<file path="config.mk">
export PLATFORM = sky130hd
export DESIGN_NAME = ccd_sweep_shutter_timing
export DESIGN_NICKNAME = d
export VERILOG_FILES = /design/src/ccd_sweep_shutter_timing.v
export VERILOG_INCLUDE_DIRS = /design/src
export SDC_FILE = /design/constraint.sdc
export NUM_CORES = 1
export LEC_CHECK = 0
export ABC_CLOCK_PERIOD_IN_PS = 3400
export BUFFER_PORTS_ARGS = -buffer_cell sky130_fd_sc_hd__clkbuf_2
export CORE_MARGIN = 5
export CORE_UTILIZATION = 30
export CTS_CLUSTER_DIAMETER = 40
export DETAILED_ROUTE_END_ITERATION = 16
export GPL_ROUTABILITY_DRIVEN = 0
export MAX_ROUTING_LAYER = met4
export PLACE_DENSITY = 0.58
export SYNTH_ARGS = -nofsm -noshare
export SYNTH_HDL_FRONTEND = slang
export SYNTH_SLANG_ARGS = --single-unit
</file>
<file path="constraint.sdc">
create_clock -name CLOCK -period 3.4 [get_ports CLOCK]
set_clock_uncertainty 0.15 [all_clocks]
set_input_delay 0.68 -clock CLOCK [delete_from_list [all_inputs] [get_ports CLOCK]]
set_output_delay 0.68 -clock CLOCK [all_outputs]
set_load 0.02 [all_outputs]
</file>
<file path="src/ccd_timing_consts.vh">
/*
 Register offsets, field positions and reset values for the sweep,
 auxiliary vertical pulse and substrate-clear timing block.
 Assumes inclusion by its bare name from the design file.
*/
`ifndef CCD_TIMING_CONSTS_VH
`define CCD_TIMING_CONSTS_VH

// Control registers at their printed addresses
`define ADDR_SHUTTER_CTRL 8'h01
`define ADDR_AUX_CTRL 8'h0a
`define ADDR_SHUTTER_NUM 8'h0b

// Further registers
`define ADDR_SWEEP_REPEAT 8'h20
`define ADDR_AUX_PHASE1 8'h21
`define ADDR_SHUT_SET1 8'h25
`define ADDR_SHUT_SET2 8'h26
`define ADDR_SHUT_SELECT 8'h27
`define ADDR_STATUS 8'h28

// Field positions, address 0x01
`define BIT_FIRST_PULSE_SKIP 0
`define BIT_FAST_MODE 1
// Field positions, address 0x0a
`define BIT_SWEEP_SEL_LO 0
`define BIT_AUX_ENABLE 2
`define BIT_AUX_LOGIC_LO 3
// Field positions, address 0x0b
`define BIT_SHUT_COUNT_LO 0
`define BIT_SHUT_ENABLE 11
`define BIT_FAST_COUNT_LO 12
// Upper half-word of the paired-position registers
`define BIT_HIGH_FIELD_LO 16
// Status register
`define BIT_STAT_SWEEP 16
`define BIT_STAT_SHUT_LINE 17

// Limits
`define SWEEP_REPEAT_MAX 12'h800
`define SHUT_SLOT_LAST 4'hf
`define LINE_NUM_MAX 8'hff
`define PIXEL_COUNT_MAX 13'h1fff
`define LINE_PIX_SPAN 13'h0200

// Reset value of every register field
`define REG_RESET 32'h00000000

`endif

</file>
<file path="src/ccd_sweep_shutter_timing.v">
/*
 Sweep repetition control, auxiliary vertical pulse combiner and
 substrate-clear shutter pulse generator of a CCD timing generator.
 Assumes a vertical sequencer outside that reports the current region
 and each finished vertical repetition, and one-cycle line and field
 sync pulses, all synchronous to CLOCK.
*/
// Notes on behaviour
// - Pulse sequences stay in one line, except sweep regions ignore line ends until done.
// - Sweep repetition only ever happens in region 0 and region 3.
// - Sweep select: 00 none, 01 region 0, 10 region 3, 11 both.
// - Sweep repeat counts per region reach up to 2048 pulses.
// - Auxiliary vertical pulse appears only in the sensor-gate line.
// - Auxiliary enable: 0 disables, 1 enables the auxiliary pulse.
// - Logic select bit per phase, bit 0 phase 1; 0 is OR, 1 is AND.
// - AND phase: auxiliary waveform starts high, falls at start position.
// - OR phase: auxiliary waveform starts low, rises at start position.
// - Thirteen-bit start and end positions compared with sensor-gate pixel counter.
// - Eleven-bit count sets substrate-clear pulses per field, 0 to 2047.
// - Skip control removes first substrate-clear pulse after the sensor-gate line.
// - Shutter enable: 0 disables, 1 enables the substrate-clear output.
// - Fast mode bit and three-bit fast count steer high-speed shutter pulses.
// - Two toggle sets of nine-bit positions, compared with line pixel counter.
// - Toggle set select: 0 first set, 1 second set.
// - Normal mode gives one substrate-clear pulse per line until count spent.
// - Pulses start on the line right after the programmed sensor-gate line.
// - Substrate-clear idles high, falls at first, rises at second position.
// - Fast count 0 normal; mode 0 extra pulse at slot n; mode 1 n extras.
`include "ccd_timing_consts.vh"
`timescale 1ns/100ps

module ccd_sweep_shutter_timing (
    // Clock and reset
    input wire CLOCK,
    input wire RST_B,
    // Register port
    input wire REG_WR,
    input wire REG_RD,
    input wire [7:0] REG_ADDR,
    input wire [31:0] REG_WDATA,
    output reg [31:0] REG_RDATA,
    // Frame timing
    input wire LINE_SYNC,
    input wire FIELD_SYNC,
    input wire [6:0] SENSOR_GATE_LINE,
    // Vertical sequencer
    input wire [2:0] REGION,
    input wire VPULSE_DONE,
    input wire [3:0] VPHASE_IN,
    output wire SWEEP_HOLD,
    output wire [3:0] VPHASE_OUT,
    // Substrate clear
    output reg SUBSTRATE_CLEAR
);

    // Control fields
    reg shutter_first_pulse_skip;
    reg fast_shutter_mode;
    reg [1:0] sweep_region_select;
    reg aux_vpulse_enable;
    reg [3:0] aux_vpulse_logic_select;
    reg [10:0] shutter_pulse_count;
    reg shutter_output_enable;
    reg [2:0] fast_shutter_count;
    reg [11:0] sweep_repeat_region0;
    reg [11:0] sweep_repeat_region3;
    reg [8:0] shutter_set1_fall_pos;
    reg [8:0] shutter_set1_rise_pos;
    reg [8:0] shutter_set2_fall_pos;
    reg [8:0] shutter_set2_rise_pos;
    reg shutter_toggle_set_select;
    reg [12:0] aux_vpulse_start_pos [0:3];
    reg [12:0] aux_vpulse_end_pos [0:3];

    // Timing state
    reg [12:0] line_pixel_counter;
    reg [12:0] sensor_gate_pixel_counter;
    reg [7:0] line_num;
    reg [2:0] last_region;
    reg [11:0] sweep_done;
    reg [10:0] shut_left;
    reg shut_armed;
    reg first_pending;
    reg shut_line;
    reg skip_line;
    reg slot_run;
    reg [3:0] slot;
    reg [8:0] slot_cnt;
    reg [31:0] rd_mux;

    wire sg_line_now;
    wire sweep_r0;
    wire sweep_r3;
    wire sweep_on;
    wire [11:0] sweep_target;
    wire [8:0] fall_pos;
    wire [8:0] rise_pos;
    wire [8:0] width;
    wire fall_hit;
    wire next_armed;
    wire [2:0] slot_pair;
    wire slot_used;
    wire low_now;

    // Clamp keeps a repeat count inside the 2048 the counter is built for
    function [11:0] clamp_repeat;
        input [11:0] value;
        begin
            clamp_repeat = (value > `SWEEP_REPEAT_MAX) ? `SWEEP_REPEAT_MAX : value;
        end
    endfunction

    // Register writes
    always @(posedge CLOCK or negedge RST_B) begin
        if (!RST_B) begin
            shutter_first_pulse_skip <= 1'b0;
            fast_shutter_mode <= 1'b0;
            sweep_region_select <= 2'h0;
            aux_vpulse_enable <= 1'b0;
            aux_vpulse_logic_select <= 4'h0;
            shutter_pulse_count <= 11'h000;
            shutter_output_enable <= 1'b0;
            fast_shutter_count <= 3'h0;
            sweep_repeat_region0 <= 12'h000;
            sweep_repeat_region3 <= 12'h000;
            shutter_set1_fall_pos <= 9'h000;
            shutter_set1_rise_pos <= 9'h000;
            shutter_set2_fall_pos <= 9'h000;
            shutter_set2_rise_pos <= 9'h000;
            shutter_toggle_set_select <= 1'b0;
        end else if (REG_WR) begin
            case (REG_ADDR)
                `ADDR_SHUTTER_CTRL: begin
                    shutter_first_pulse_skip <= REG_WDATA[`BIT_FIRST_PULSE_SKIP];
                    fast_shutter_mode <= REG_WDATA[`BIT_FAST_MODE];
                end
                `ADDR_AUX_CTRL: begin
                    sweep_region_select <= REG_WDATA[`BIT_SWEEP_SEL_LO +: 2];
                    aux_vpulse_enable <= REG_WDATA[`BIT_AUX_ENABLE];
                    aux_vpulse_logic_select <= REG_WDATA[`BIT_AUX_LOGIC_LO +: 4];
                end
                `ADDR_SHUTTER_NUM: begin
                    shutter_pulse_count <= REG_WDATA[`BIT_SHUT_COUNT_LO +: 11];
                    shutter_output_enable <= REG_WDATA[`BIT_SHUT_ENABLE];
                    fast_shutter_count <= REG_WDATA[`BIT_FAST_COUNT_LO +: 3];
                end
                `ADDR_SWEEP_REPEAT: begin
                    sweep_repeat_region0 <= clamp_repeat(REG_WDATA[11:0]);
                    sweep_repeat_region3 <= clamp_repeat(REG_WDATA[`BIT_HIGH_FIELD_LO +: 12]);
                end
                `ADDR_SHUT_SET1: begin
                    shutter_set1_fall_pos <= REG_WDATA[8:0];
                    shutter_set1_rise_pos <= REG_WDATA[`BIT_HIGH_FIELD_LO +: 9];
                end
                `ADDR_SHUT_SET2: begin
                    shutter_set2_fall_pos <= REG_WDATA[8:0];
                    shutter_set2_rise_pos <= REG_WDATA[`BIT_HIGH_FIELD_LO +: 9];
                end
                `ADDR_SHUT_SELECT: begin
                    shutter_toggle_set_select <= REG_WDATA[0];
                end
                default: begin
                end
            endcase
        end
    end

    // Read data is held in a flop so the port never shows a mux glitch
    always @* begin
        rd_mux = `REG_RESET;
        case (REG_ADDR)
            `ADDR_SHUTTER_CTRL: begin
                rd_mux[`BIT_FIRST_PULSE_SKIP] = shutter_first_pulse_skip;
                rd_mux[`BIT_FAST_MODE] = fast_shutter_mode;
            end
            `ADDR_AUX_CTRL: begin
                rd_mux[`BIT_SWEEP_SEL_LO +: 2] = sweep_region_select;
                rd_mux[`BIT_AUX_ENABLE] = aux_vpulse_enable;
                rd_mux[`BIT_AUX_LOGIC_LO +: 4] = aux_vpulse_logic_select;
            end
            `ADDR_SHUTTER_NUM: begin
                rd_mux[`BIT_SHUT_COUNT_LO +: 11] = shutter_pulse_count;
                rd_mux[`BIT_SHUT_ENABLE] = shutter_output_enable;
                rd_mux[`BIT_FAST_COUNT_LO +: 3] = fast_shutter_count;
            end
            `ADDR_SWEEP_REPEAT: begin
                rd_mux[11:0] = sweep_repeat_region0;
                rd_mux[`BIT_HIGH_FIELD_LO +: 12] = sweep_repeat_region3;
            end
            `ADDR_SHUT_SET1: begin
                rd_mux[8:0] = shutter_set1_fall_pos;
                rd_mux[`BIT_HIGH_FIELD_LO +: 9] = shutter_set1_rise_pos;
            end
            `ADDR_SHUT_SET2: begin
                rd_mux[8:0] = shutter_set2_fall_pos;
                rd_mux[`BIT_HIGH_FIELD_LO +: 9] = shutter_set2_rise_pos;
            end
            `ADDR_SHUT_SELECT: begin
                rd_mux[0] = shutter_toggle_set_select;
            end
            `ADDR_STATUS: begin
                rd_mux[10:0] = shut_left;
                rd_mux[`BIT_STAT_SWEEP] = SWEEP_HOLD;
                rd_mux[`BIT_STAT_SHUT_LINE] = shut_line;
            end
            default: begin
                if (REG_ADDR >= `ADDR_AUX_PHASE1 && REG_ADDR < `ADDR_SHUT_SET1) begin
                    rd_mux[12:0] = aux_vpulse_start_pos[REG_ADDR[1:0] - 2'h1];
                    rd_mux[`BIT_HIGH_FIELD_LO +: 13] = aux_vpulse_end_pos[REG_ADDR[1:0] - 2'h1];
                end
            end
        endcase
    end

    always @(posedge CLOCK or negedge RST_B) begin
        if (!RST_B) begin
            REG_RDATA <= `REG_RESET;
        end else if (REG_RD) begin
            REG_RDATA <= rd_mux;
        end
    end

    // Line, field and pixel counters
    assign sg_line_now = (line_num == {1'b0, SENSOR_GATE_LINE});

    always @(posedge CLOCK or negedge RST_B) begin
        if (!RST_B) begin
            line_pixel_counter <= 13'h0000;
            sensor_gate_pixel_counter <= 13'h0000;
            line_num <= 8'h00;
        end else begin
            if (LINE_SYNC) begin
                line_pixel_counter <= 13'h0000;
            end else if (line_pixel_counter != `PIXEL_COUNT_MAX) begin
                line_pixel_counter <= line_pixel_counter + 13'h0001;
            end
            if (FIELD_SYNC) begin
                line_num <= 8'h00;
            end else if (LINE_SYNC && line_num != `LINE_NUM_MAX) begin
                line_num <= line_num + 8'h01;
            end
            // Restarts at each line so it reads zero at the sensor-gate line start
            if (LINE_SYNC || FIELD_SYNC) begin
                sensor_gate_pixel_counter <= 13'h0000;
            end else if (sensor_gate_pixel_counter != `PIXEL_COUNT_MAX) begin
                sensor_gate_pixel_counter <= sensor_gate_pixel_counter + 13'h0001;
            end
        end
    end

    // Sweep repetition control
    assign sweep_r0 = (REGION == 3'h0) && sweep_region_select[0];
    assign sweep_r3 = (REGION == 3'h3) && sweep_region_select[1];
    assign sweep_on = sweep_r0 || sweep_r3;
    assign sweep_target = sweep_r0 ? sweep_repeat_region0 : sweep_repeat_region3;
    // Hold tells the sequencer to run across line ends until the count is met
    assign SWEEP_HOLD = sweep_on && (sweep_done < sweep_target);

    always @(posedge CLOCK or negedge RST_B) begin
        if (!RST_B) begin
            last_region <= 3'h0;
            sweep_done <= 12'h000;
        end else begin
            last_region <= REGION;
            if (REGION != last_region || FIELD_SYNC) begin
                sweep_done <= 12'h000;
            end else if (SWEEP_HOLD && VPULSE_DONE) begin
                sweep_done <= sweep_done + 12'h001;
            end
        end
    end

    // Auxiliary vertical pulse, one slice per phase
    genvar ph;
    generate
        for (ph = 0; ph < 4; ph = ph + 1) begin : g_phase
            reg aux_wave;
            reg vout;
            wire and_mode;
            assign and_mode = aux_vpulse_logic_select[ph];

            always @(posedge CLOCK or negedge RST_B) begin
                if (!RST_B) begin
                    aux_vpulse_start_pos[ph] <= 13'h0000;
                    aux_vpulse_end_pos[ph] <= 13'h0000;
                end else if (REG_WR && REG_ADDR == `ADDR_AUX_PHASE1 + ph) begin
                    aux_vpulse_start_pos[ph] <= REG_WDATA[12:0];
                    aux_vpulse_end_pos[ph] <= REG_WDATA[`BIT_HIGH_FIELD_LO +: 13];
                end
            end

            always @(posedge CLOCK or negedge RST_B) begin
                if (!RST_B) begin
                    aux_wave <= 1'b0;
                    vout <= 1'b0;
                end else begin
                    // Start level: high for AND, low for OR
                    if (LINE_SYNC || !sg_line_now) begin
                        aux_wave <= and_mode;
                    end else if (sensor_gate_pixel_counter == aux_vpulse_start_pos[ph]) begin
                        aux_wave <= ~and_mode;
                    end else if (sensor_gate_pixel_counter == aux_vpulse_end_pos[ph]) begin
                        aux_wave <= and_mode;
                    end
                    if (aux_vpulse_enable && sg_line_now) begin
                        vout <= and_mode ? (VPHASE_IN[ph] & aux_wave) : (VPHASE_IN[ph] | aux_wave);
                    end else begin
                        vout <= VPHASE_IN[ph];
                    end
                end
            end
            assign VPHASE_OUT[ph] = vout;
        end
    endgenerate

    // Substrate-clear line selection
    assign next_armed = shut_armed || sg_line_now;

    always @(posedge CLOCK or negedge RST_B) begin
        if (!RST_B) begin
            shut_left <= 11'h000;
            shut_armed <= 1'b0;
            first_pending <= 1'b0;
            shut_line <= 1'b0;
            skip_line <= 1'b0;
        end else if (FIELD_SYNC) begin
            shut_left <= shutter_pulse_count;
            shut_armed <= 1'b0;
            first_pending <= 1'b1;
            shut_line <= 1'b0;
            skip_line <= 1'b0;
        end else if (LINE_SYNC) begin
            // Arming on the sensor-gate line makes the next line the first one
            shut_armed <= next_armed;
            shut_line <= next_armed && (shut_left != 11'h000);
            skip_line <= next_armed && first_pending && shutter_first_pulse_skip;
            if (next_armed) begin
                first_pending <= 1'b0;
            end
            // The skipped pulse still spends one count of the field
            if (next_armed && shut_left != 11'h000) begin
                shut_left <= shut_left - 11'h001;
            end
        end
    end

    // Pulse slots: used even slots low, odd slots high, each one toggle-set width long
    assign fall_pos = shutter_toggle_set_select ? shutter_set2_fall_pos : shutter_set1_fall_pos;
    assign rise_pos = shutter_toggle_set_select ? shutter_set2_rise_pos : shutter_set1_rise_pos;
    assign width = rise_pos - fall_pos;
    assign fall_hit = (line_pixel_counter < `LINE_PIX_SPAN) && (line_pixel_counter[8:0] == fall_pos)
        && (rise_pos > fall_pos);
    assign slot_pair = slot[3:1];
    assign slot_used = (slot_pair == 3'h0) || ((fast_shutter_count != 3'h0)
        && (fast_shutter_mode ? (slot_pair <= fast_shutter_count) : (slot_pair == fast_shutter_count)));
    assign low_now = slot_run && !slot[0] && slot_used;

    always @(posedge CLOCK or negedge RST_B) begin
        if (!RST_B) begin
            slot_run <= 1'b0;
            slot <= 4'h0;
            slot_cnt <= 9'h000;
        end else if (LINE_SYNC || FIELD_SYNC) begin
            slot_run <= 1'b0;
            slot <= 4'h0;
            slot_cnt <= 9'h000;
        end else if (!slot_run) begin
            if (shut_line && fall_hit) begin
                slot_run <= 1'b1;
                slot <= 4'h0;
                slot_cnt <= 9'h000;
            end
        end else if (slot_cnt == width - 9'h001) begin
            slot_cnt <= 9'h000;
            if (slot == `SHUT_SLOT_LAST) begin
                slot_run <= 1'b0;
            end else begin
                slot <= slot + 4'h1;
            end
        end else begin
            slot_cnt <= slot_cnt + 9'h001;
        end
    end

    always @(posedge CLOCK or negedge RST_B) begin
        if (!RST_B) begin
            SUBSTRATE_CLEAR <= 1'b1;
        end else begin
            SUBSTRATE_CLEAR <= ~(shutter_output_enable && shut_line && !skip_line && low_now);
        end
    end

endmodule // ccd_sweep_shutter_timing

</file>
* Word level (Yosys, flattened, before mapping)
Index checks and enable logic that the tools add are counted.
** Word-level totals
- Flip-flop bits (word level) :: 304
- Input bits :: 61
- Output and inout bits :: 38
- Word-level logic and storage cells :: 258
** Cells by class
- Add/sub/neg operators :: 10
- Magnitude comparators :: 9
- Equality and inequality tests :: 32
- Muxes and demuxes :: 80
- Bitwise gates (word level) :: 14
- Reductions and logical operators :: 67
** Operators by type and width (count)
- $mux W13 :: 10
- $eq A13 B13 Y1 :: 8
- $eq A8 B6 Y1 const B :: 9
- $mux W12 :: 5
- $mux W9 :: 6
- $bmux W13 S2 :: 2
- $mux W1 :: 36
- $pmux W5 S7 :: 1
- $mux W11 :: 3
- $pmux W7 S4 :: 1
- $add A13 B1 Y13 const B :: 2
- $ne A13 B13 Y1 const B :: 2
- $gt A12 B12 Y1 const B :: 2
- $logic_and A1 B1 Y1 :: 23
- $mux W4 :: 5
- $eq A9 B9 Y1 :: 2
- $reduce_and A2 Y1 :: 9
- $reduce_bool A3 Y1 :: 6
- $eq A8 B4 Y1 const B :: 2
- $mux W8 :: 2
- $pmux W1 S8 :: 2
- $reduce_bool A2 Y1 :: 7
- $reduce_or A7 Y1 :: 2
- $lt A13 B10 Y1 const B :: 1
- other kinds (45) :: 64

* Longest topological paths before layout
Gate-level depths: netlist of run 1.
- Depth after elaboration :: 8
- Gate-level depth with buffers :: 15
- Depth with buffers taken out :: 12

* Worst setup path after synthesis of run 1
OpenSTA, ideal clock, no wires.
- Kind :: in2reg
- From :: in REGION[0]
- To :: reg sweep_done[10]
- Arrival time :: 3702 ps
- Data required time :: 3172 ps
- Path slack :: -530 ps
- Stages on the path :: 12
- Buffers on the path :: 2
- Cell sequence :: nor4b_4 clkbuf_1 mux2i_1 ha_1 a21o_1 a21o_1 a21oi_1 o211ai_1 clkbuf_1 or4_1 or3_1 a21oi_1
** Between the ends
- Cells in the longest elaborated chain, start to end :: 7
- Elaborated cells on any way between the ends :: 13
- Classes of those cells :: 1 x order compare; 2 x eq/ne; 2 x mux; 8 x reduce/logical
** Ends and longest elaborated chain
- from (decl) :: RTL line ccd_sweep_shutter_timing.v:47 : input wire [2:0] REGION,
- $logic_not A3 Y1 :: RTL line ccd_sweep_shutter_timing.v:252 : assign sweep_r0 = (REGION == 3'h0) && sweep_region_select[0];
- $logic_and A1 B1 Y1 :: RTL line ccd_sweep_shutter_timing.v:252
- $mux W12 :: RTL line ccd_sweep_shutter_timing.v:255 : assign sweep_target = sweep_r0 ? sweep_repeat_region0 : sweep_repeat_region3;
- $lt A12 B12 Y1 :: RTL line ccd_sweep_shutter_timing.v:257 : assign SWEEP_HOLD = sweep_on && (sweep_done < sweep_target);
- $logic_and A1 B1 Y1 :: RTL line ccd_sweep_shutter_timing.v:257
- $logic_and A1 B1 Y1 :: RTL line ccd_sweep_shutter_timing.v:267 : end else if (SWEEP_HOLD && VPULSE_DONE) begin
- $reduce_bool A2 Y1 (no source line)
- to (signal assigned) :: RTL line ccd_sweep_shutter_timing.v:268 : sweep_done <= sweep_done + 12'h001;
- to (decl) :: RTL line ccd_sweep_shutter_timing.v:80 : reg [11:0] sweep_done;
Several ways; a longest one is shown, not always the timed one.
A chain may end at the register's enable or synchronous reset.

* Worst setup path in the final report of run 1
- From :: reg sweep_region_select[0]
- To :: out SWEEP_HOLD
** Between the ends
- Cells in the longest elaborated chain, start to end :: 4
- Elaborated cells on any way between the ends :: 5
- Classes of those cells :: 1 x order compare; 1 x mux; 3 x reduce/logical
** Ends and longest elaborated chain
- from (decl) :: RTL line ccd_sweep_shutter_timing.v:59 : reg [1:0] sweep_region_select;
- from (signal assigned) :: RTL line ccd_sweep_shutter_timing.v:138 : sweep_region_select <= REG_WDATA[`BIT_SWEEP_SEL_LO +: 2];
- $logic_and A1 B1 Y1 * :: RTL line ccd_sweep_shutter_timing.v:252
- $mux W12 :: RTL line ccd_sweep_shutter_timing.v:255
- $lt A12 B12 Y1 :: RTL line ccd_sweep_shutter_timing.v:257
- $logic_and A1 B1 Y1 * :: RTL line ccd_sweep_shutter_timing.v:257
- to (decl) :: RTL line ccd_sweep_shutter_timing.v:50 : output wire SWEEP_HOLD,
Mark *: on every way between the ends. The rest lies on a longest branch, timed or not.

==> metrics.md, run 1 <==
| Metric | Value |
|---|---|
| Vias per cell | between 5 and 6 |
| Routed wire length | 50900 microns |
| CTS sink cnt | approximately 300 |
| CTS max path bufs | 3 |
| Worst slew pin tran | 945 ps |
| Crit-path max FO | 4 |
| Synth unique cells | 63 |
| Site Rows | 85 |
| Max_cap viols | 0 |
| Num CTS Buffers | 53 |
| Setup_tns | -168 ps |
| CORE AREA | approximately 54000 sq um |
| Max-slew headroom | 36.5% |
| Post-DP HPWL | 37200 microns |
| Number of global-route vias before repair | about 13k |
| Final Setup Violations | 1 |
| Slowest cell on crit path | dfrtp_1 |
| Ranking of synthesized cells by area | dfrtp_1 (46%), mux2_2 (12%), xnor2_1 (5.3%), xor2_1 (4.3%), mux4_2 (3.6%) |
| Outcome | complete, but fails checks |
| Clk_lat worst skew | 590 ps |
| Overflow after GRT | 0 |
| Fin. Hold Viols | 0 |
| CTS H-tree lvls | 2 |
| Crit path max-delay family | simple AND/OR/NAND/NOR gates |
| Top FF cell, synth | dfrtp_1 |
| Initial antenna violation count | 1 |
| Area growth from synthesis to layout | 22.5% |
| Simple-Gate Fraction of Synth Area | 11.4% |
| Residual DRC | 0 |
| Peak VDD IR | 0.319 mV |
| Final period utilization | 105% |
| First-pass GRT wire length | 78000 microns |
| Number of DRC markers in iteration 0 | 1115 |
| Slew Limit Fails | 0 |
| Cell taking the most area after synthesis | dfrtp_1 |
| Number of synthesized register bits | 304 |
| Number of flops mapped to enable cells by yosys | 0 |
| ANT nets after route | 0 |
| Complex-gate fraction of the synthesized area | under 10% |
| TritonRoute pass-1 iters | 6 |
| Die height | roughly 240 microns |
| Hold Crit Class | input port to flop |
| Highest clock rate | 0.280 GHz |
| Ant. Diodes | 0 |
| CP bufs+invs | 4 |
| Mapped Area | ~16000 sq um |
| Failing checks | setup timing |
| Root buffer cell | clkbuf_16 |
| Die area | 59600 sq um |
| Mux share of post-synthesis cell area | 17.3% |
| Largest stage delay on the critical path | 390 ps |
| Share of layout cells above drive strength 1 | 30.7% |
| CP startpoint kind | flop |
| Starting Density | 30.4% |
| Post-Synthesis Cells | 1483 |
| Fillers | around 5.2k |
| Sequential area share after synthesis | 46.3% |
| I/O pin count | between 90 and 100 |
| Post-Synth XOR/XNOR Area | 9.54% |
| FFs w/ async S/R, synth | 100% |
| Post-synthesis adder-cell area fraction | 2.86% |
| Pwr/cell area | roughly 520 nW/um^2 |
| Die width | 244 microns |
| Total number of vias | 12.5k |
| Port Buf Inserts | 90 |
| Cells along the critical path | nor4b_4 -> buf_6 -> buf_6 -> buf_4 -> mux2i_2 -> ha_1 -> nand4_1 -> nor2_2 -> o211ai_2 -> nand2_1 -> nor2_2 -> clkbuf_8 |
| Post-synth top area share | 46.1% |
| Setup ws final | -168 ps |
| Worst hold slack | 182 ps |
| Gr usage total | 17.3% |
| Setup Crit Path Kind | flop to output pin |
| RSZ-0062 raised after global routing | true |
| Synth Warn # | 0 |
| Average cell area after synthesis | 11.1 sq um |
| Worst Path Required | 2570 ps |
| CTS tree | yes |
| Total Nets Final | 1730 |
| WP data arrival | 2740 ps |
| Pleak | around 9 nW |
| Largest net degree at the start of global routing | between 100 and 150 |
| Largest family of logic cells by synthesized area | multiplexers |
| CTS clk-pin slew, worst paths | 60 ps |
| Crit. End Element | output pin |
| Final min period | 3570 ps |
| Avg WL per Cell | 21.5 microns |
==> synth_stat cells, types with 9 or more instances <==
| master | count |
|---|---|
| a21oi_1 | 54 |
| a221oi_1 | 10 |
| a22o_1 | 25 |
| a22oi_1 | 19 |
| a31oi_1 | 17 |
| and2_1 | 11 |
| and3_1 | 14 |
| clkbuf_1 | 76 |
| dfrtp_1 | 303 |
| ha_1 | 36 |
| inv_1 | 28 |
| mux2_2 | 175 |
| mux2i_1 | 29 |
| mux4_2 | 26 |
| nand2_1 | 86 |
| nand2b_1 | 9 |
| nand3_1 | 28 |
| nand4_1 | 29 |
| nor2_1 | 99 |
| nor3_1 | 20 |
| nor4_1 | 36 |
| o21ai_0 | 58 |
| or3_1 | 9 |
| xnor2_1 | 99 |
| xor2_1 | 80 |
==> cell families after synthesis <==
group	after synthesis
xor+xnor	179
flops	304
buf+inv	123
simple gates	372
compound gates	237
fa+ha+maj	37
other cells	1
mux	230
==> through the flow <==
step / utilization (%) / power [mW] / worst slack [ps] / std cells / instance area [sq um]
4_1_cts: 37.1 / 10.6 / -178 / 2369 / 20100
5_1_grt: 37.3 / 10.9 / -273 / 2372 / 20100
2_1_floorplan: - / 4.54 / -102 / 1486 / 16500
3_5_place_dp: 33.5 / 5.03 / -290 / 2264 / 18100
6_report: 37.3 / 10.5 / -168 / 2372 / 20100
3_3_place_gp: 33.5 / 5.00 / -267 / 2264 / 18100
==> final cells by class <==
cell class	instances	area [sq um]	share of cell area [%]
Tap cell	696	871	4.33
Sequential cell	304	7610	37.8
Timing Repair Buffer	186	1240	6.15
Clock buffer	57	1390	6.92
Multi-Input combinational cell	1059	8450	42.0
Inverter	28	105	0.522
Clock inverter	42	462	2.29
==> routing by layer <==
layer  part of all wire [%]  track usage, %  vias to the layer above
met1                     43            22.7                     6353
met5                      0               -                        -
li1                       -               -                     5682
met2                     47            26.6                      395
met3                    5.4            3.01                      113
met4                    4.4            7.20                        0
==> state kept, by name (all words and copies together), names as in the netlist, 4 cells and up <==
register                   count
aux_vpulse_start_pos          52
sweep_done                    12
sweep_repeat_region3          12
line_num                       8
REG_RDATA                     28
g_phase.vout                   4
slot                           4
shutter_set2_fall_pos          9
shutter_pulse_count           11
line_pixel_counter            13
aux_vpulse_logic_select        4
slot_cnt                       9
sensor_gate_pixel_counter     13
shutter_set1_rise_pos          9
sweep_repeat_region0          12
shutter_set2_rise_pos          9
g_phase.aux_wave               4
aux_vpulse_end_pos            52
shut_left                     11
shutter_set1_fall_pos          9
==> path summary, 6_finish.rpt <==
check / endpoint / cells after the start / slack [ps] / startpoint
max: SWEEP_HOLD / 12 / -170 / sweep_region_select[0]
max reg2reg: slot[3] / 10 / 140 / shutter_toggle_set_select
min reg2reg: first_pending / 1 / 330 / first_pending
min: fast_shutter_count[2] / 2 / 180 / REG_WDATA[14]
max in group asynchronous: shutter_pulse_count[4] / 3 / 1640 / RST_B
min in group asynchronous: slot_cnt[7] / 2 / 500 / RST_B
==> cells in the final DEF, fill, tap and decap left out, drive strengths merged, types with 14 or more instances in the layout <==
master and instances:
nor3 20, xor2 80, clkbuf 146, ha 36
nand4 29, a22o 25, a31oi 17, mux4 26
inv 44, mux2 175, buf 96, and3 14
dfrtp 303, nor2 99, nand2 86, nor4 37
a21oi 54, xnor2 99, o21ai 58, nand3 29
a22oi 19, mux2i 29
==> where the power goes <==
group | internal, mW | switching (mW) | leakage (nW)
clock network | 3.43 | 2.08 | 0.884
logic | 0.460 | 0.609 | 4.22
registers | 3.77 | 0.158 | 4.14
==> timing repair <==
item	in CTS	in global routing
pin swaps	6	11
cloned	0	1
buffers inserted	5	2
endpoints found under the hold margin	51	0
setup endpoints to repair	2	16
resized for setup	10	15
hold buffers	1	0
Note: power is estimated with default switching activity, not from simulation.
==> run 2: changes to the inputs <==
- CORE_UTILIZATION: 30 -> 45
- PLACE_DENSITY: 0.58 -> 0.75
==> metrics.md, run 2 (synthesis results as in run 1) <==
| Metric | Value |
|---|---|
| Die height | 201 microns (-18%) |
| I/O pin count | 99 (unchanged) |
| Gr usage total | 23.7% (+6.5 points) |
| Sequential power share | 38.0% (+0.6 points) |
| Post-DP HPWL | 33800 microns (-9.2%) |
| Outcome | complete, but fails checks |
| Crit. End Element | output pin |
| Final Instance Count excl. Fillers | 2130 (-10%) |
| Area growth from synthesis to layout | 21.1% |
| Setup ws final | -195 ps (-27.0 ps) |
| Initial antenna violation count | 1 (unchanged) |
| Slew Limit Fails | 0 (unchanged) |
| Root buffer cell | clkbuf_16 |
| Pleak | 9.23 nW (-0.13%) |
| Hold path depth | 2 (unchanged) |
| ANT nets after route | 0 (unchanged) |
| RSZ-0062 raised after global routing | true |
| Final min period | 3590 ps (+27.0 ps) |
| Commonest non-fill, non-tap cell in the layout | dfrtp_1 |
| Setup Crit Path Kind | flop to output pin |
| Worst slew pin tran | 867 ps (-78.0 ps) |
| Worst Path Required | 2570 ps (about the same) |
| Hold Crit Class | input port to flop |
| WP data arrival | 2760 ps (+20 ps) |
| Highest clock rate | 0.278 GHz (-0.75%) |
| Avg WL per Cell | 22.5 microns (+4.8%) |
| Top Registers | aux_vpulse_end_pos: 52 flops, aux_vpulse_start_pos: 52 flops, REG_RDATA: 28 flops |
| Fin. Hold Viols | 0 (unchanged) |
| Final Setup Violations | 1 (unchanged) |
| Routed wire length | 47900 microns (-5.9%) |
| Switching Share | 25.6% (-1.5 points) |
| CTS clk-pin slew, worst paths | 60 ps (about the same) |
| CTS sink cnt | 304 (unchanged) |
| CTS max path bufs | 3 (unchanged) |
| Failing checks | setup timing |
| Internal power | 7.68 mW (+0.34%) |
| Max-slew headroom | 41.9% (+5.4 points) |
| Number of DRC markers in iteration 0 | 1258 (+13%) |
| Share of layout cells above drive strength 1 | 30.8% (+0.097 points) |
| Vias per cell | 5.99 (+13%) |
| Total number of vias | 12.8k (+1.8%) |
| Layout Utilization | 54.8% (+18 points) |
| Die width | 201 microns (-18%) |
| Max_cap viols | 0 (unchanged) |
| Number of global-route vias before repair | 13.0k (+2.6%) |
| Total Nets Final | 1721 (-0.52%) |
| CORE AREA | 36300 sq um (-33%) |
| Residual DRC | 0 (unchanged) |
| Post-Place Cells | 2028 (-10%) |
| Worst R2R Path Depth | 14 (+4) |
| Clk pwr share | 51.2% (-1.2 points) |
| Largest net degree at the start of global routing | 89 (-21%) |
| First-pass GRT wire length | 74800 microns (-4.1%) |
| Worst hold slack | 222 ps (+40.2 ps) |
| Pwr/cell area | 519 nW/um^2 (-0.57%) |
| Site Rows | 70 (-18%) |
| Die area | 40400 sq um (-32%) |
| CP startpoint kind | flop |
| Psw | 2.65 mW (-7.0%) |
| Port Buf Inserts | 90 (unchanged) |
| Peak VDD IR | 0.414 mV (+30%) |
| Combinational share of power | 10.8% (+0.6 points) |
| TritonRoute pass-1 iters | 7 (+1) |
| Most frequent cells in the layout | dfrtp_1 (301), mux2_2 (175), xnor2_1 (98) |
| Starting Density | 45.2% (+15 points) |
| CTS tree | yes |
| Clk_lat worst skew | 560 ps (-30 ps) |
| Final period utilization | 106% (+0.79 points) |
| Num CTS Buffers | 46 (-13%) |
| Overflow after GRT | 0 (unchanged) |
| CTS H-tree lvls | 2 (unchanged) |
| Crit-path max FO | 5 (+1) |
run 2: cell types whose count changed in the layout (fill, tap and decap cells not counted), moves of 3 or more:
cell,previous run,this run
inv_6,10,5
buf_4,88,82
clkbuf_8,2,9
clkbuf_16,55,48
mux2i_1,24,21
inv_8,6,2
buf_12,3,6
clkinvlp_4,10,5
bufinv_16,5,9
run 2: repair_timing:
action	4_1_cts	5_1_grt
cloned	0	2
buffers inserted	5	7
resized for setup	11	38
hold buffers	1	0
endpoints found under the hold margin	60	0
pin swaps	4	15
endpoints found under the setup margin	10	13
run 2: stage by stage:
step	instance area (sq um)	total power [mW]	TNS, ps	worst slack, ps
after global routing	19900	10.6	-732	-290
after detailed placement	17800	5.00	-2030	-318
after global placement	17800	4.97	-766	-190
after floorplan	16500	4.54	-377	-102
after CTS	19600	10.3	-166	-166
final	19900	10.3	-195	-195
run 2: final timing paths:
kind / from / to / slack (ps)
min in group asynchronous: RST_B / aux_vpulse_logic_select[3] / 550
worst max register to register: shutter_toggle_set_select / slot_cnt[3] / 50
worst min register to register: first_pending / first_pending / 330
worst max-delay path: sweep_region_select[0] / SWEEP_HOLD / -190
max in group asynchronous: RST_B / shutter_set2_rise_pos[4] / 1650
worst min-delay path: REG_WDATA[13] / fast_shutter_count[1] / 220
run 2: area by class of cell:
cell class	count	area, sq um
clock inverters	30	453
flip-flops and latches	304	7610
diodes	1	2.50
inverters	28	105
repair buffers	184	1280
well taps	468	586
multi-input cells	1059	8590
fillers	2974	16400
clock buffers	56	1290
run 2: critical path, stage by stage (launching register included):
cell,delay [ps]
dfrtp_2,370
nor4b_4,240
buf_6,180
buf_6,100
mux2i_1,230
ha_1,290
a21oi_2,130
nor2b_1,60
o21ai_1,130
o211ai_1,170
nor2_2,150
clkbuf_8,160
run 2: routing by layer:
metal  vias to the layer above  wire length (microns)  track usage (%)
met2                       568                  21800             36.1
met5                         -                      0                -
met1                      6392                  20100             31.6
met4                         0                   2670             11.2
li1                       5659                      -                -
met3                       149                   3320             3.51
run 2: power groups by stage:
stage / Combinational, mW / Sequential (mW) / Clock [mW]
2_1_floorplan: 0.599 / 3.94 / 0
3_3_place_gp: 0.997 / 3.97 / 0
3_5_place_dp: 1.02 / 3.98 / 0
4_1_cts: 1.04 / 3.92 / 5.34
5_1_grt: 1.20 / 3.94 / 5.51
6_report: 1.11 / 3.93 / 5.29
==> run 3: changes to the inputs <==
- ABC_AREA: unset -> 1
==> metrics.md, run 3 <==
| Metric | Value |
|---|---|
| TritonRoute pass-1 iters | 6 (-1) |
| CP startpoint kind | flop |
| Mapped Area | 17400 sq um (+5.8%) |
| First-pass GRT wire length | 87100 microns (+16%) |
| Number of flops mapped to enable cells by yosys | 0 (unchanged) |
| Dpl ws | -6.33 ps (+312 ps) |
| I/O pin count | 99 (unchanged) |
| Setup Crit Path Kind | flop to output pin |
| Setup ws final | -2.17 ps (+193 ps) |
| Total Nets Final | 2479 (+44%) |
| Residual DRC | 0 (unchanged) |
| Slew Limit Fails | 0 (unchanged) |
| CORE AREA | 38500 sq um (+5.8%) |
| DR top layer | met4 |
| Vias per cell | 5.65 (-5.8%) |
| Die area | 42700 sq um (+5.5%) |
| CTS tree | yes |
| Avg WL per Cell | 18.8 microns (-16%) |
| Post-Synthesis Cells | 2294 (+55%) |
| Pleak | 9.69 nW (+5.0%) |
| Count leader, synth | nand2_1 |
| Share of layout cells above drive strength 1 | 12.3% (-19 points) |
| Area growth from synthesis to layout | 16.0% |
| Highest clock rate | 0.294 GHz (+5.7%) |
| WP data arrival | 2570 ps (-190 ps) |
| Port Buf Inserts | 90 (unchanged) |
| Hold Crit Class | input port to flop |
| Synth unique cells | 55 (-13%) |
| Site Rows | 72 (+2.9%) |
| Cell taking the most area after synthesis | dfrtp_1 |
| Starting Density | 45.2% (about the same) |
| Post-Place Cells | 2846 (+40%) |
| Final Instance Count excl. Fillers | 2937 (+38%) |
| Total number of vias | 16.6k (+30%) |
| Top FF cell, synth | dfrtp_1 |
| Worst hold slack | 143 ps (-79.1 ps) |
| Average cell area after synthesis | 7.58 sq um (-32%) |
| Peak VDD IR | 0.283 mV (-32%) |
| Outcome | complete, but fails checks |
| Clk_lat worst skew | 570 ps (about the same) |
| Crit. End Element | output pin |
| Number of DRC markers in iteration 0 | 1916 (+52%) |
| WL met1 | 21200 microns (+5.6%) |
| Final Setup Violations | 1 (unchanged) |
| Max-slew headroom | 46.1% (+4.2 points) |
| CTS H-tree lvls | 2 (unchanged) |
| Setup_tns | -2.17 ps (+193 ps) |
| Routed wire length | 55300 microns (+15%) |
| CTS sink cnt | 304 (unchanged) |
| Number of synthesized register bits | 304 (unchanged) |
| CTS max path bufs | 3 (unchanged) |
| Top Registers | aux_vpulse_end_pos: 52 flops, aux_vpulse_start_pos: 52 flops, REG_RDATA: 28 flops |
| Overflow after GRT | 0 (unchanged) |
| RSZ-0062 raised after global routing | true |
| Crit-path max FO | 8 (+3) |
| Post-DP HPWL | 39900 microns (+18%) |
| Worst slew pin tran | 805 ps (-62.3 ps) |
| Die height | 207 microns (+2.7%) |
| Num CTS Buffers | 46 (unchanged) |
| Final period utilization | 100% (-5.7 points) |
| Most frequent cells in the layout | nand2_1 (587), dfrtp_1 (302), o21ai_0 (292) |
| ANT nets after route | 0 (unchanged) |
| Routed wl met2 | 26300 microns (+20%) |
| Die width | 207 microns (+2.7%) |
| FFs w/ async S/R, synth | 100% (unchanged) |
| Sequential area share after synthesis | 43.7% (-2.5 points) |
| Root buffer cell | clkbuf_16 |
| WL met3 | 4340 microns (+31%) |
| CTS clk-pin slew, worst paths | 60 ps (about the same) |
| Gr usage total | 26.5% (+2.8 points) |
| Worst Path Required | 2570 ps (about the same) |
| Pwr/cell area | 510 nW/um^2 (-1.7%) |
| Synth Warn # | 0 (unchanged) |
| Initial antenna violation count | 0 (-1) |
| Commonest non-fill, non-tap cell in the layout | nand2_1 |
| Number of global-route vias before repair | 16.1k (+23%) |
| Post-synth top area share | 43.6% (-2.5 points) |
| Fillers | 3506 (+18%) |
| Fin. Hold Viols | 0 (unchanged) |
| Synth top cells by count | nand2_1 (593), dfrtp_1 (303), o21ai_0 (300) |
| Ranking of synthesized cells by area | dfrtp_1 (44%), nand2_1 (13%), o21ai_0 (8.6%), inv_1 (4.8%), nor2_1 (3.5%) |
| Failing checks | setup timing |
| Ant. Diodes | 0 (-1) |
| Final min period | 3400 ps (-193 ps) |
| Max_cap viols | 0 (unchanged) |
| Largest net degree at the start of global routing | 72 (-19%) |
run 3: repair_timing:
| action | 4_1_cts | 5_1_grt |
|---|---|---|
| hold buffers | 1 | 0 |
| endpoints found under the hold margin | 53 | 0 |
| buffers inserted | 3 | 1 |
| endpoints found under the setup margin | 1 | 6 |
| pin swaps | 4 | 13 |
| resized for setup | 14 | 31 |
run 3: power breakdown:
| group | leakage [nW] | switching [mW] | total [mW] | internal, mW |
|---|---|---|---|---|
| Combinational | 4.81 | 0.894 | 1.32 | 0.429 |
| Clock | 0.803 | 1.93 | 5.01 | 3.08 |
| Sequential | 4.08 | 0.170 | 3.96 | 3.79 |
| Total | 9.69 | 3.00 | 10.3 | 7.30 |
run 3: through the flow:
step	cell area (sq um)	power (mW)	utilization (%)
floorplan	17400	4.81	-
global placement	18400	5.25	47.8
detailed placement	18400	5.29	47.8
CTS	20100	10.3	52.2
global route	20200	10.7	52.5
finish	20200	10.3	52.5
run 3: worst max-delay path: stages, from the launching register on:
cell	delay, ps
dfrtp_1	380
inv_2	100
nor2_4	140
nand2_4	90
buf_6	160
buf_8	140
nand2_2	60
o21ai_2	50
ha_1	300
nand4_1	90
nor2_1	160
nand2_2	90
nand2_2	80
inv_2	40
buf_8	120
run 3: path summary, 6_finish.rpt:
| path | from | endpoint | slack, ps | cells after the start |
|---|---|---|---|---|
| setup / recovery | sweep_region_select[0] | SWEEP_HOLD | -2 | 14 |
| setup reg to reg | shutter_toggle_set_select | slot[1] | 350 | 14 |
| min in group asynchronous | RST_B | sweep_done[11] | 500 | 2 |
| hold reg to reg | shut_line | SUBSTRATE_CLEAR | 300 | 1 |
| hold / removal | REGION[2] | last_region[2] | 140 | 1 |
| max in group asynchronous | RST_B | aux_vpulse_end_pos[5] | 1570 | 3 |
run 3: metal layers:
| layer | GRT usage (%) | vias to the layer above |
|---|---|---|
| met5 | - | - |
| met4 | 14.1 | 0 |
| met3 | 3.94 | 213 |
| met2 | 43.1 | 815 |
| met1 | 32.1 | 7825 |
| li1 | - | 7736 |
run 3: cell families (layout without fill, tap and decap cells):
logic type,after synthesis,count (layout),synth area share [%]
AOI/OAI and AO/OA,494,494,15.4
and+or+nand+nor,1015,1015,25.0
DFF,304,304,43.7
adders and majority gates,37,37,2.70
buffers and inverters,342,464,8.06
muxes,1,1,0.0576
other,1,4,0.0216
xor gates and xnor gates,100,100,5.04
run 3: layout make-up:
| type | instances | area [sq um] | share of cell area (%) |
|---|---|---|---|
| Sequential cell | 304 | 7610 | 37.7 |
| Tap cell | 518 | 648 | 3.21 |
| Multi-Input combinational cell | 1651 | 8500 | 42.1 |
| Clock inverter | 31 | 345 | 1.71 |
| Inverter | 239 | 897 | 4.44 |
| Clock buffer | 55 | 1290 | 6.39 |
| Timing Repair Buffer | 139 | 890 | 4.41 |
